==> config.mk <==
export PLATFORM = sky130hd
export DESIGN_NAME = radio_core_deep_sleep_wake
export DESIGN_NICKNAME = d
export VERILOG_FILES = /design/src/rtl/sleep_wake_pkg.sv /design/src/rtl/radio_core_deep_sleep_wake.sv
export SDC_FILE = /design/constraint.sdc
export NUM_CORES = 1
export LEC_CHECK = 0
export BUFFER_PORTS_ARGS = -buffer_cell sky130_fd_sc_hd__buf_2
export CELL_PAD_IN_SITES_DETAIL_PLACEMENT = 1
export CELL_PAD_IN_SITES_GLOBAL_PLACEMENT = 2
export CORE_MARGIN = 2
export CORE_UTILIZATION = 30
export CTS_BUF_LIST = sky130_fd_sc_hd__clkbuf_4
export DETAILED_ROUTE_END_ITERATION = 7
export GPL_ROUTABILITY_DRIVEN = 0
export HOLD_SLACK_MARGIN = 0.12
export PLACE_DENSITY = 0.68
export SYNTH_ARGS = -nofsm -noshare
export SYNTH_HDL_FRONTEND = slang
export SYNTH_SLANG_ARGS = --single-unit
==> constraint.sdc <==
create_clock -name pclk -period 5.2 [get_ports pclk]
set_clock_uncertainty 0.2 [all_clocks]
set_input_delay 0.52 -clock pclk [delete_from_list [all_inputs] [get_ports pclk]]
set_output_delay 0.52 -clock pclk [all_outputs]
set_load 0.03 [all_outputs]
==> src/rtl/sleep_wake_pkg.sv <==
// Package of register map, field layout and types for the deep-sleep wake block
package sleep_wake_pkg;
  // Register byte offsets
  localparam logic [7:0] SLEEP_CONTROL_OFS        = 8'h30;
  localparam logic [7:0] SLEEP_LENGTH_SETTING_OFS = 8'h34;
  localparam logic [7:0] LAST_SLEEP_LENGTH_OFS    = 8'h38;
  localparam logic [7:0] WAKE_TIMING_SETTING_OFS  = 8'h3C;
  localparam logic [7:0] GENERAL_CONTROL_OFS      = 8'h40;
  localparam logic [7:0] ERROR_STATUS_OFS         = 8'h44;
  // Sleep control fields
  localparam int SLEEP_ON_BIT      = 0;
  localparam int EXT_DISABLE_BIT   = 1;
  localparam int PD_ALLOWED_BIT    = 2;
  localparam int IN_SLEEP_BIT      = 3;
  // General control fields
  localparam int MAP_CASE_LSB      = 0;
  localparam int MAP_CASE_W        = 5;
  localparam int WAKE_REQ_BIT      = 8;
  // Error status fields
  localparam int EXCH_ERR_BIT      = 0;
  localparam int EXCH_CLEAR_BIT    = 1;
  localparam int GEN_ERR_BIT       = 2;
  // Exchange memory mapping
  localparam logic [4:0]  MAP_CASES  = 5'h18;
  localparam logic [16:0] PAGE_BYTES = 17'h00800;
  // Reset values
  localparam logic [31:0] SLEEP_LENGTH_RESET = 32'h0000_0000;
  localparam logic [4:0]  MAP_CASE_RESET     = 5'h00;
  // Wake interrupt timing, in sleep-clock cycles
  typedef struct packed {
    logic [10:0] ext_len;
    logic [9:0]  clear_lead;
    logic [10:0] set_lead;
  } wake_timing_type;
  localparam wake_timing_type WAKE_TIMING_RESET = '{ext_len: 11'h002, clear_lead: 10'h001,
                                                    set_lead: 11'h010};
endpackage : sleep_wake_pkg

==> src/rtl/radio_core_deep_sleep_wake.sv <==
// Deep-sleep entry and exit control with exchange-memory bounds checking
`timescale 1ns/1ps
// Summary of operation
// Exchange memory maps onto physical memories by one of 24 cases of 2 kB pages.
// Out-of-region core access sets the access-error flag and error interrupt.
// Writing one to the clear bit clears the access-error flag.
// Error interrupt is high while access-error or general error flag is set.
// Sleep exit always gives early wake interrupt first, then sleep-exit interrupt.
// Early wake rises wake-set-lead sleep cycles before timer expiry.
// Too small wake-set-lead still wakes; recorded duration grows.
// Early wake falls wake-clear-lead sleep cycles before period end.
// External wake holds early wake high per external pulse length field.
// Early wake rises at once when software sets the external wake request.
// Software programs duration at least wake-set-lead plus one and its own latency.
// On entry the timing reference switches to the sleep clock.
// Software programs wake timing, then duration, then sets deep-sleep enable.
// Power-down-allowed rises after the clock switch; software polls it.
// Software then gates core clocks and may power down the radio.
// After expiry, sleep lasts until core is clocked and powered; longer time recorded.
// Exit with sleep-exit interrupt when expired, clocks enabled and radio powered.
// Deep sleep is not entered while the external wake request is high.
// External wake disable bit makes the device ignore the wake request.
// Sleep-clock cycles are counted per sleep and readable as last sleep length.
module radio_core_deep_sleep_wake (
  // APB slave
  input  wire logic        pclk,
  input  wire logic        presetn,
  input  wire logic        psel,
  input  wire logic        penable,
  input  wire logic        pwrite,
  input  wire logic [7:0]  paddr,
  input  wire logic [31:0] pwdata,
  output logic             pready,
  output logic [31:0]      prdata,
  output logic             pslverr,
  // Sleep clock and system status
  input  wire logic        sleep_clock,
  input  wire logic        core_clk_enabled,
  input  wire logic        radio_powered_flag,
  input  wire logic        general_error_flag,
  // Core access to exchange memory
  input  wire logic        exch_access_valid,
  input  wire logic [16:0] exch_access_addr,
  // Interrupts and power status
  output logic             early_wake_interrupt,
  output logic             sleep_exit_interrupt,
  output logic             core_error_interrupt,
  output logic             sleep_timebase_select,
  output logic             power_down_allowed
);
  typedef enum logic [1:0] {ACTIVE, SWITCHING, SLEEPING, EXPIRED} state_type;

  // Size of exchange region for a mapping case, zero for an illegal case
  function automatic logic [16:0] region_limit(input logic [4:0] map_case);
    logic [16:0] pages;
    pages = {12'h000, map_case} + 17'h00001;
    if (map_case >= sleep_wake_pkg::MAP_CASES)
      region_limit = 17'h00000;
    else
      region_limit = 17'((pages * sleep_wake_pkg::PAGE_BYTES));
  endfunction : region_limit

  state_type                     state_q;
  logic                          sleep_on_q;
  logic                          ext_disable_q;
  logic                          wake_req_q;
  logic                          wake_req_prev_q;
  logic [4:0]                    map_case_q;
  logic [31:0]                   sleep_length_q;
  sleep_wake_pkg::wake_timing_type timing_q;
  logic [31:0]                   remain_q;
  logic [31:0]                   elapsed_q;
  logic [31:0]                   last_length_q;
  logic                          wake_seen_q;
  logic                          exch_err_q;
  logic                          lp_sample_q;
  logic                          lp_prev_q;

  // Bus decode
  wire        setup_phase = psel & ~penable;
  wire        access_done = psel & penable & pready;
  wire        wr_en       = access_done & pwrite;
  wire        sel_ctrl    = paddr == sleep_wake_pkg::SLEEP_CONTROL_OFS;
  wire        sel_len     = paddr == sleep_wake_pkg::SLEEP_LENGTH_SETTING_OFS;
  wire        sel_last    = paddr == sleep_wake_pkg::LAST_SLEEP_LENGTH_OFS;
  wire        sel_timing  = paddr == sleep_wake_pkg::WAKE_TIMING_SETTING_OFS;
  wire        sel_gen     = paddr == sleep_wake_pkg::GENERAL_CONTROL_OFS;
  wire        sel_err     = paddr == sleep_wake_pkg::ERROR_STATUS_OFS;
  wire        mapped      = sel_ctrl | sel_len | sel_last | sel_timing | sel_gen | sel_err;

  // Sleep clock rising edge as a one-cycle tick
  wire        lp_tick     = lp_sample_q & ~lp_prev_q;

  // Exchange memory bounds check
  wire        exch_violation = exch_access_valid &
                               (exch_access_addr >= region_limit(map_case_q));
  wire        exch_clear  = wr_en & sel_err & pwdata[sleep_wake_pkg::EXCH_CLEAR_BIT];

  // External wake request, masked by the disable bit
  wire        ext_active  = wake_req_q & ~ext_disable_q;
  wire        ext_rise    = ext_active & ~wake_req_prev_q;
  wire        asleep      = (state_q == SWITCHING) | (state_q == SLEEPING);
  wire [31:0] remain_dec  = remain_q - 32'h0000_0001;
  wire [31:0] set_lead32  = {21'h000000, timing_q.set_lead};
  wire [31:0] clear_lead32 = {22'h000000, timing_q.clear_lead};
  wire        exit_ok     = (state_q == EXPIRED) & core_clk_enabled &
                            radio_powered_flag & wake_seen_q;
  wire        enter_req   = (state_q == ACTIVE) & sleep_on_q & ~ext_active;

  // Read data mux
  logic [31:0] rd_data;
  assign rd_data =
    sel_ctrl   ? {28'h0000000, state_q != ACTIVE, power_down_allowed, ext_disable_q,
                  sleep_on_q} :
    sel_len    ? sleep_length_q :
    sel_last   ? last_length_q :
    sel_timing ? timing_q :
    sel_gen    ? {23'h000000, wake_req_q, 3'h0, map_case_q} :
    sel_err    ? {29'h00000000, general_error_flag, 1'b0, exch_err_q} :
                 32'h0000_0000;

  // APB answer: ready in the access phase, data captured in setup
  always_ff @(posedge pclk or negedge presetn)
  begin
    if (!presetn)
    begin
      pready  <= 1'b0;
      prdata  <= 32'h0000_0000;
      pslverr <= 1'b0;
    end
    else
    begin
      pready  <= setup_phase;
      prdata  <= rd_data;
      pslverr <= setup_phase & ~mapped;
    end
  end

  // Software registers
  always_ff @(posedge pclk or negedge presetn)
  begin
    if (!presetn)
    begin
      sleep_length_q <= sleep_wake_pkg::SLEEP_LENGTH_RESET;
      timing_q       <= sleep_wake_pkg::WAKE_TIMING_RESET;
      map_case_q     <= sleep_wake_pkg::MAP_CASE_RESET;
      wake_req_q     <= 1'b0;
      ext_disable_q  <= 1'b0;
    end
    else if (wr_en)
    begin
      if (sel_len)
        sleep_length_q <= pwdata;
      if (sel_timing)
        timing_q <= pwdata;
      if (sel_gen)
      begin
        map_case_q <= pwdata[sleep_wake_pkg::MAP_CASE_LSB +: sleep_wake_pkg::MAP_CASE_W];
        wake_req_q <= pwdata[sleep_wake_pkg::WAKE_REQ_BIT];
      end
      if (sel_ctrl)
        ext_disable_q <= pwdata[sleep_wake_pkg::EXT_DISABLE_BIT];
    end
  end

  // Access error flag: a new violation wins over the clear
  always_ff @(posedge pclk or negedge presetn)
  begin
    if (!presetn)
      exch_err_q <= 1'b0;
    else if (exch_violation)
      exch_err_q <= 1'b1;
    else if (exch_clear)
      exch_err_q <= 1'b0;
  end

  always_ff @(posedge pclk or negedge presetn)
  begin
    if (!presetn)
      core_error_interrupt <= 1'b0;
    else
      core_error_interrupt <= exch_err_q | general_error_flag;
  end

  // Sleep clock sampling
  always_ff @(posedge pclk or negedge presetn)
  begin
    if (!presetn)
    begin
      lp_sample_q     <= 1'b0;
      lp_prev_q       <= 1'b0;
      wake_req_prev_q <= 1'b0;
    end
    else
    begin
      lp_sample_q     <= sleep_clock;
      lp_prev_q       <= lp_sample_q;
      wake_req_prev_q <= ext_active;
    end
  end

  // Sleep sequencer
  always_ff @(posedge pclk or negedge presetn)
  begin
    if (!presetn)
    begin
      state_q               <= ACTIVE;
      sleep_on_q            <= 1'b0;
      remain_q              <= 32'h0000_0000;
      elapsed_q             <= 32'h0000_0000;
      last_length_q         <= 32'h0000_0000;
      wake_seen_q           <= 1'b0;
      early_wake_interrupt  <= 1'b0;
      sleep_exit_interrupt  <= 1'b0;
      sleep_timebase_select <= 1'b0;
      power_down_allowed    <= 1'b0;
    end
    else
    begin
      sleep_exit_interrupt <= 1'b0;
      if (wr_en && sel_ctrl && pwdata[sleep_wake_pkg::SLEEP_ON_BIT])
        sleep_on_q <= 1'b1;
      unique case (state_q)
        ACTIVE:
          if (enter_req)
          begin
            state_q               <= SWITCHING;
            sleep_timebase_select <= 1'b1;
            remain_q              <= sleep_length_q;
            elapsed_q             <= 32'h0000_0000;
            wake_seen_q           <= 1'b0;
          end
        SWITCHING:
          if (lp_tick)
          begin
            state_q            <= SLEEPING;
            power_down_allowed <= 1'b1;
          end
        SLEEPING:
          if (lp_tick)
          begin
            elapsed_q <= elapsed_q + 32'h0000_0001;
            remain_q  <= remain_dec;
            if (remain_q <= 32'h0000_0001)
              state_q <= EXPIRED;
            if (remain_dec == set_lead32 || (remain_q <= set_lead32 && !wake_seen_q))
            begin
              early_wake_interrupt <= 1'b1;
              wake_seen_q          <= 1'b1;
            end
            if (remain_dec == clear_lead32 && wake_seen_q)
              early_wake_interrupt <= 1'b0;
          end
        EXPIRED:
        begin
          if (lp_tick)
            elapsed_q <= elapsed_q + 32'h0000_0001;
          if (!wake_seen_q)
          begin
            early_wake_interrupt <= 1'b1;
            wake_seen_q          <= 1'b1;
          end
          else if (exit_ok)
          begin
            state_q               <= ACTIVE;
            early_wake_interrupt  <= 1'b0;
            sleep_exit_interrupt  <= 1'b1;
            sleep_timebase_select <= 1'b0;
            power_down_allowed    <= 1'b0;
            sleep_on_q            <= 1'b0;
            last_length_q         <= elapsed_q;
          end
        end
      endcase
      // External wake restarts the countdown with the pulse length
      if (asleep && ext_rise)
      begin
        if (state_q == SWITCHING)
          state_q <= SLEEPING;
        power_down_allowed   <= 1'b1;
        early_wake_interrupt <= 1'b1;
        wake_seen_q          <= 1'b1;
        remain_q             <= {21'h000000, timing_q.ext_len};
      end
    end
  end

  // Checks
  a_access_err_set: assert property (@(posedge pclk) disable iff (!presetn)
    exch_violation |=> exch_err_q) else $error("access error flag not set");
  a_err_irq_level: assert property (@(posedge pclk) disable iff (!presetn)
    exch_err_q && $stable(exch_err_q) |=> core_error_interrupt)
    else $error("error interrupt missing");
  a_err_clear_ack: assert property (@(posedge pclk) disable iff (!presetn)
    exch_clear && !exch_violation |=> !exch_err_q) else $error("access error not cleared");
  a_exit_after_wake: assert property (@(posedge pclk) disable iff (!presetn)
    $rose(sleep_exit_interrupt) |-> $past(wake_seen_q) && !early_wake_interrupt)
    else $error("sleep exit before early wake");
  a_exit_conditions: assert property (@(posedge pclk) disable iff (!presetn)
    exit_ok |=> sleep_exit_interrupt ##1 !sleep_exit_interrupt && state_q == ACTIVE)
    else $error("sleep exit not signalled");
  a_ext_wake_fast: assert property (@(posedge pclk) disable iff (!presetn)
    asleep && ext_rise |=> early_wake_interrupt) else $error("external wake late");
  a_refuse_entry: assert property (@(posedge pclk) disable iff (!presetn)
    state_q == ACTIVE && ext_active |=> state_q == ACTIVE) else $error("sleep entered");
  a_set_lead_rise: assert property (@(posedge pclk) disable iff (!presetn)
    state_q == SLEEPING && lp_tick && remain_dec == set_lead32 && !ext_rise
    && remain_dec != clear_lead32 |=> early_wake_interrupt) else $error("early wake missed");
  a_pd_allowed: assert property (@(posedge pclk) disable iff (!presetn)
    power_down_allowed |-> sleep_timebase_select) else $error("power down without switch");
  c_timer_exit: cover property (@(posedge pclk) disable iff (!presetn)
    state_q == SLEEPING ##1 state_q == EXPIRED ##[1:1000] sleep_exit_interrupt);
  c_ext_wake: cover property (@(posedge pclk) disable iff (!presetn)
    asleep && ext_rise ##[1:1000] sleep_exit_interrupt);
  c_access_err: cover property (@(posedge pclk) disable iff (!presetn)
    exch_violation ##2 core_error_interrupt);
endmodule : radio_core_deep_sleep_wake

Word level (Yosys, flattened, before mapping)
Cells that the tools add are included.
Storage, ports and cells
  register bits after elaboration: 214
  input bits: 67
  output and inout bits: 39
  logic and storage cells: 161
Operators by class
  add/subtract/negate cells: 3
  order comparisons: 4
  eq/ne operators: 23
  muxes and demuxes: 49
  bitwise operators: 29
  reductions and logical operators: 28
Operator list (number)
  $mux 32: 9
  $pmux 32 s2: 2
  $add 32x1->32 const B: 1
  $eq 32x10->1: 1
  $eq 32x11->1: 1
  $eq 8x6->1 const B: 4
  $le 32x1->1 const B: 1
  $le 32x11->1: 1
  $sub 32x1->32 const B: 1
  $mux 1: 22
  $ge 17x17->1: 1
  $mux 17: 1
  $and 1x1->1: 16
  $eq 8x7->1 const B: 2
  $mux 2: 8
  $reduce_and 4->1: 4
  $ne 3x2->1 const B: 4
  $mux 9: 1
  $reduce_and 3->1: 3
  $reduce_bool 3->1: 3
  $pmux 2 s4: 1
  $reduce_and 2->1: 4
  $reduce_bool 2->1: 4
  $or 1x1->1: 7
  other kinds (20): 34

Longest topological paths before layout
  word-level depth: 9
  mapped depth: 12
  gate-level depth less buffers: 10

Worst setup path before layout
Ideal clock, no wire load.
  path type: register to register
  start point: reg remain_q[6]
  end point: reg early_wake_interrupt
  library setup time: 0.120 ns
  arrival time: 2.967 ns
  data required time: 4.880 ns
  slack: 1.913 ns
  cell stages (with the launch flop): 11
  buffers on the path: 2
  period minus slack after synthesis: 3.287 ns
  cells stage by stage: dfrtp_1 buf_6 or4_4 or4_1 buf_2 or2_4 o31ai_4 o2111ai_2 nor4_4 o2111ai_1 o211a_1
Between the ends
  word-level cells in the longest chain between the ends: 7
  elaborated cells between the ends (all ways): 13
  classes of those cells: add/sub (1); order compare (1); eq/ne (3); mux (4); reduce/logical (4)
Ends and longest elaborated chain
  start: declaration: RTL line radio_core_deep_sleep_wake.sv:71  | logic [31:0] remain_q;
  start signal: assignment: RTL line radio_core_deep_sleep_wake.sv:229  | remain_q <= sleep_length_q;
  start signal: assignment: RTL line radio_core_deep_sleep_wake.sv:243  | remain_q <= remain_dec;
  start signal: assignment: RTL line radio_core_deep_sleep_wake.sv:283  | remain_q <= {21'h000000, timing_q.ext_len};
  $sub 32x1->32: RTL line radio_core_deep_sleep_wake.sv:103  | wire [31:0] remain_dec = remain_q - 32'h0000_0001;
  $eq 32x10->1: RTL line radio_core_deep_sleep_wake.sv:251  | if (remain_dec == clear_lead32 && wake_seen_q)
  $logic_and 1x1->1: RTL line radio_core_deep_sleep_wake.sv:251
  $mux 1: RTL line radio_core_deep_sleep_wake.sv:251
  $mux 1: RTL line radio_core_deep_sleep_wake.sv:240  | if (lp_tick)
  $pmux 1 s2: RTL line radio_core_deep_sleep_wake.sv:223  | unique case (state_q)
  $mux 1: RTL line radio_core_deep_sleep_wake.sv:276  | if (asleep && ext_rise)
  end signal: assignment: RTL line radio_core_deep_sleep_wake.sv:248  | early_wake_interrupt <= 1'b1;
  end signal: assignment: RTL line radio_core_deep_sleep_wake.sv:252  | early_wake_interrupt <= 1'b0;
  end signal: assignment: RTL line radio_core_deep_sleep_wake.sv:281  | early_wake_interrupt <= 1'b1;
  end: declaration: RTL line radio_core_deep_sleep_wake.sv:45  | output logic early_wake_interrupt,
Parallel ways exist; a longest one is shown, timed or not. The select of a mux whose other input is x is not followed.
A chain may end at the register's enable or synchronous reset.

Final worst setup path
  start point: reg remain_q[3]
  end point: reg early_wake_interrupt
The elaborated chain is that of the path after synthesis.

==> results.ini <==
[global_routing]
track_usage_pct = 19.78
grt_max_degree = 114
number_of_antenna_violations_at_the_first_check_in_global_routing = 2
grt_pass1_wl_um = 59260
gr-total-overflow = 0
vias_in_the_first_global_route = 10050

[run]
max_cap_viol_count = 0

[power]
p_leak_nw = 6.318
power_density_mw_per_mm2 = 384.7
vdd.ir_drop.worst_mv = 0.1942

[synth]
synthAdderAreaFrac_pct = 2.803
synth-edff-count = 0
post_synth.cell_area_avg_um2 = 9.555
synth_cells = 1168
total_of_flip_flops_plus_latches_after_synthesis = 214
synth_mux_area_share_pct = 8.016
synth_compound_area_share_pct = 14.78
ys.flop_type = dfrtp_1
yosysUniqueCellTypes = 67
yosys_warnings = 0
synth_simple_gate_area_share_pct = 18.52
async_reset_ff_share_pct = 100.0
post_synth_instance_area_mm2 = 0.01116
synth_sequential_area_ratio_pct = 48.02
synth_top_family_by_area = simple AND/OR/NAND/NOR gates
synth_xor_area_share_pct = 4.114
synthesized_nets = 1260

[layout]
area_growth_syn_to_fin_pct = 20.74
layout.cells.most_common_list = 211 x dfrtp_1, 152 x nand2_1, 104 x buf_2, 99 x clkbuf_4, 80 x nor2_1
number_of_nets_in_the_final_layout = 1421
filler_cell_count = 4277
post_route_cells_drive_above_1_share_pct = 22.43
layout_commonest_cell = dfrtp_1

[sta]
finalWorstPathRequiredPeriod_ps = 3751
maxSlewViolCount = 0
worst_max_slew_margin_expressed_relative_to_the_limit_pct = 28.65
finalHoldViolations = 0
final.setup.tns_ps = 0
clock.fmax_mhz = 266.6
unrepaired_setup_endpoints_after_global_routing = false
worst_slew_pin_slew_ps = 1069
setup-violations-final = 0
post_route_fraction_of_the_period_consumed_by_the_critical_path_pct = 72.13
post-route-worst-setup-slack_ps = 1449

[critical_path]
worstReg2RegEnd = early_wake_interrupt
start_kind = register
end_kind = register
crit_type = reg -> reg
path_max_fanout = 14
startpoint_of_the_worst_register_to_register_path = remain_q[3]
timing.reg2reg.setup_slack_ps = 1450
arrival_time_reported_for_the_critical_path_endpoint_ps = 4230
cp_data_required_time_ps = 5680
reg2regPathDepth = 8

[die]
die-area_mm2 = 0.03876
fp.coreArea_mm2 = 0.03661
chipHeight_um = 196.9
start_util_pct = 30.49
io_pins = 106
num_rows = 70
dieWidth_um = 196.9

[clock_network]
bufs_on_longest_clock_path = 3
clkTransAtPathRegs_ps = 70
clockRootBuffer = clkbuf_4
clock_insertion_delay_worst_skew_ps = 790
post_cts_buffers = 0
cts_made_buffers = 61
clock_sink_count = 214
tritoncts = yes
cts.htree.levels = 2

[detailed_routing]
drt-initial-drc-count = 479
drt-pass1-iter-count = 5
ant_nets = 0
detailroute.via_count = 9559
post-route-drc-count = 0
totalWireLength_um = 37320
routedWlPerCell_um = 20.14
routed_via_density = 5.159

[hold_path]
worstHoldEndpoint = map_case_q[1]
min_from = pwrite
worstHoldPathType = in -> reg
hold-path-cell-count = 4

[placement]
place_ws_ps = 1436
buffer_ports.inserted = 105
dp_hpwl_um = 25680

[outcome]
status = finished clean

==> per-layer routing <==
metal  vias up  share of wire [%]  global-route usage (%)
met1      4771                 47                   27.00
met3        54                3.6                   3.508
met5         -                  0                       0
met4         0                2.2                   6.405
met2       176                 47                   31.82
li1       4558                  -                       -
==> flip-flops by register name, indices dropped and copies added, names as in the netlist, 2 cells and up <==
name and flops:
sleep_length_q 32, last_length_q 32, set_lead32 11, prdata 32, clear_lead32 10, elapsed_q 32
remain_q 32, state_q 2, timing_q 11, map_case_q 5
==> cells in the mapped netlist (19+ instances only) <==
library cell / count / area share (%)
a21oi_1: 73 / 3.3
mux2_2: 75 / 7.6
a22oi_1: 29 / 2.0
clkbuf_1: 60 / 2.0
inv_1: 33 / 1.1
o21ai_0: 76 / 3.4
nand2_1: 152 / 5.1
nor3_1: 29 / 1.3
nand3_1: 57 / 2.6
and3_1: 23 / 1.3
nor2_1: 80 / 2.7
dfrtp_1: 211 / 47
ha_1: 25 / 2.8
xor2_1: 23 / 1.8
xnor2_1: 19 / 1.5
==> how the worst max path moves through the flow <==
stage,start,to,cells past startpoint
2_1_floorplan,remain_q[6],early_wake_interrupt,10
3_3_place_gp,remain_q[3],early_wake_interrupt,8
3_5_place_dp,remain_q[3],early_wake_interrupt,8
4_1_cts,remain_q[3],early_wake_interrupt,8
5_1_grt,remain_q[3],early_wake_interrupt,8
6_report,remain_q[3],early_wake_interrupt,8
==> worst max-delay path, stage by stage (launching register included) <==
cell	delay, ps
dfrtp_1	540
or4_4	680
or4_1	680
or2_4	310
o31ai_4	260
o2111ai_2	180
nor4_4	360
o2111ai_1	160
o211a_1	250
==> cell type report <==
cell class | instances | area [um^2] | area share [%]
well taps | 468 | 585.6 | 4.345
repair buffers | 173 | 1189 | 8.821
flip-flops and latches | 214 | 5359 | 39.77
clock buffers | 99 | 743.2 | 5.515
inverters | 33 | 123.9 | 0.9192
multi-input cells | 846 | 5404 | 40.10
clock inverters | 17 | 63.81 | 0.4735
diodes | 3 | 7.507 | 0.05571
==> repair_timing <==
| item | 4_1_cts | 5_1_grt |
|---|---|---|
| gates resized for setup | 0 | 0 |
| hold endpoints to repair | 196 | 0 |
| hold buffers | 52 | 0 |
==> report_power, final <==
part           switching, mW  total (mW)  internal [mW]
Combinational           1.00        1.57          0.573
Sequential             0.216        1.99           1.77
Clock                  0.765        1.62          0.856
Total                   1.98        5.18           3.20
==> metrics by stage <==
step | cell area [um^2] | hold slack (ps) | utilization [%] | instances | total power, mW
floorplan | 11160 | 24.41 | - | 1168 | 3.044
global placement | 12140 | 231.6 | 33.16 | 1682 | 3.544
detailed placement | 12140 | 237.1 | 33.16 | 1682 | 3.549
CTS | 13470 | 135.7 | 36.79 | 1850 | 5.250
global route | 13480 | 150.9 | 36.81 | 1853 | 5.556
finish | 13480 | 207.9 | 36.81 | 1853 | 5.185
==> logic make-up after synthesis <==
family | Yosys count
xor+xnor | 46
mux | 80
buf+inv | 108
flops | 214
simple gates | 430
compound gates | 264
fa+ha+maj | 25
other cells | 1
(Power assumes the default switching activity.)
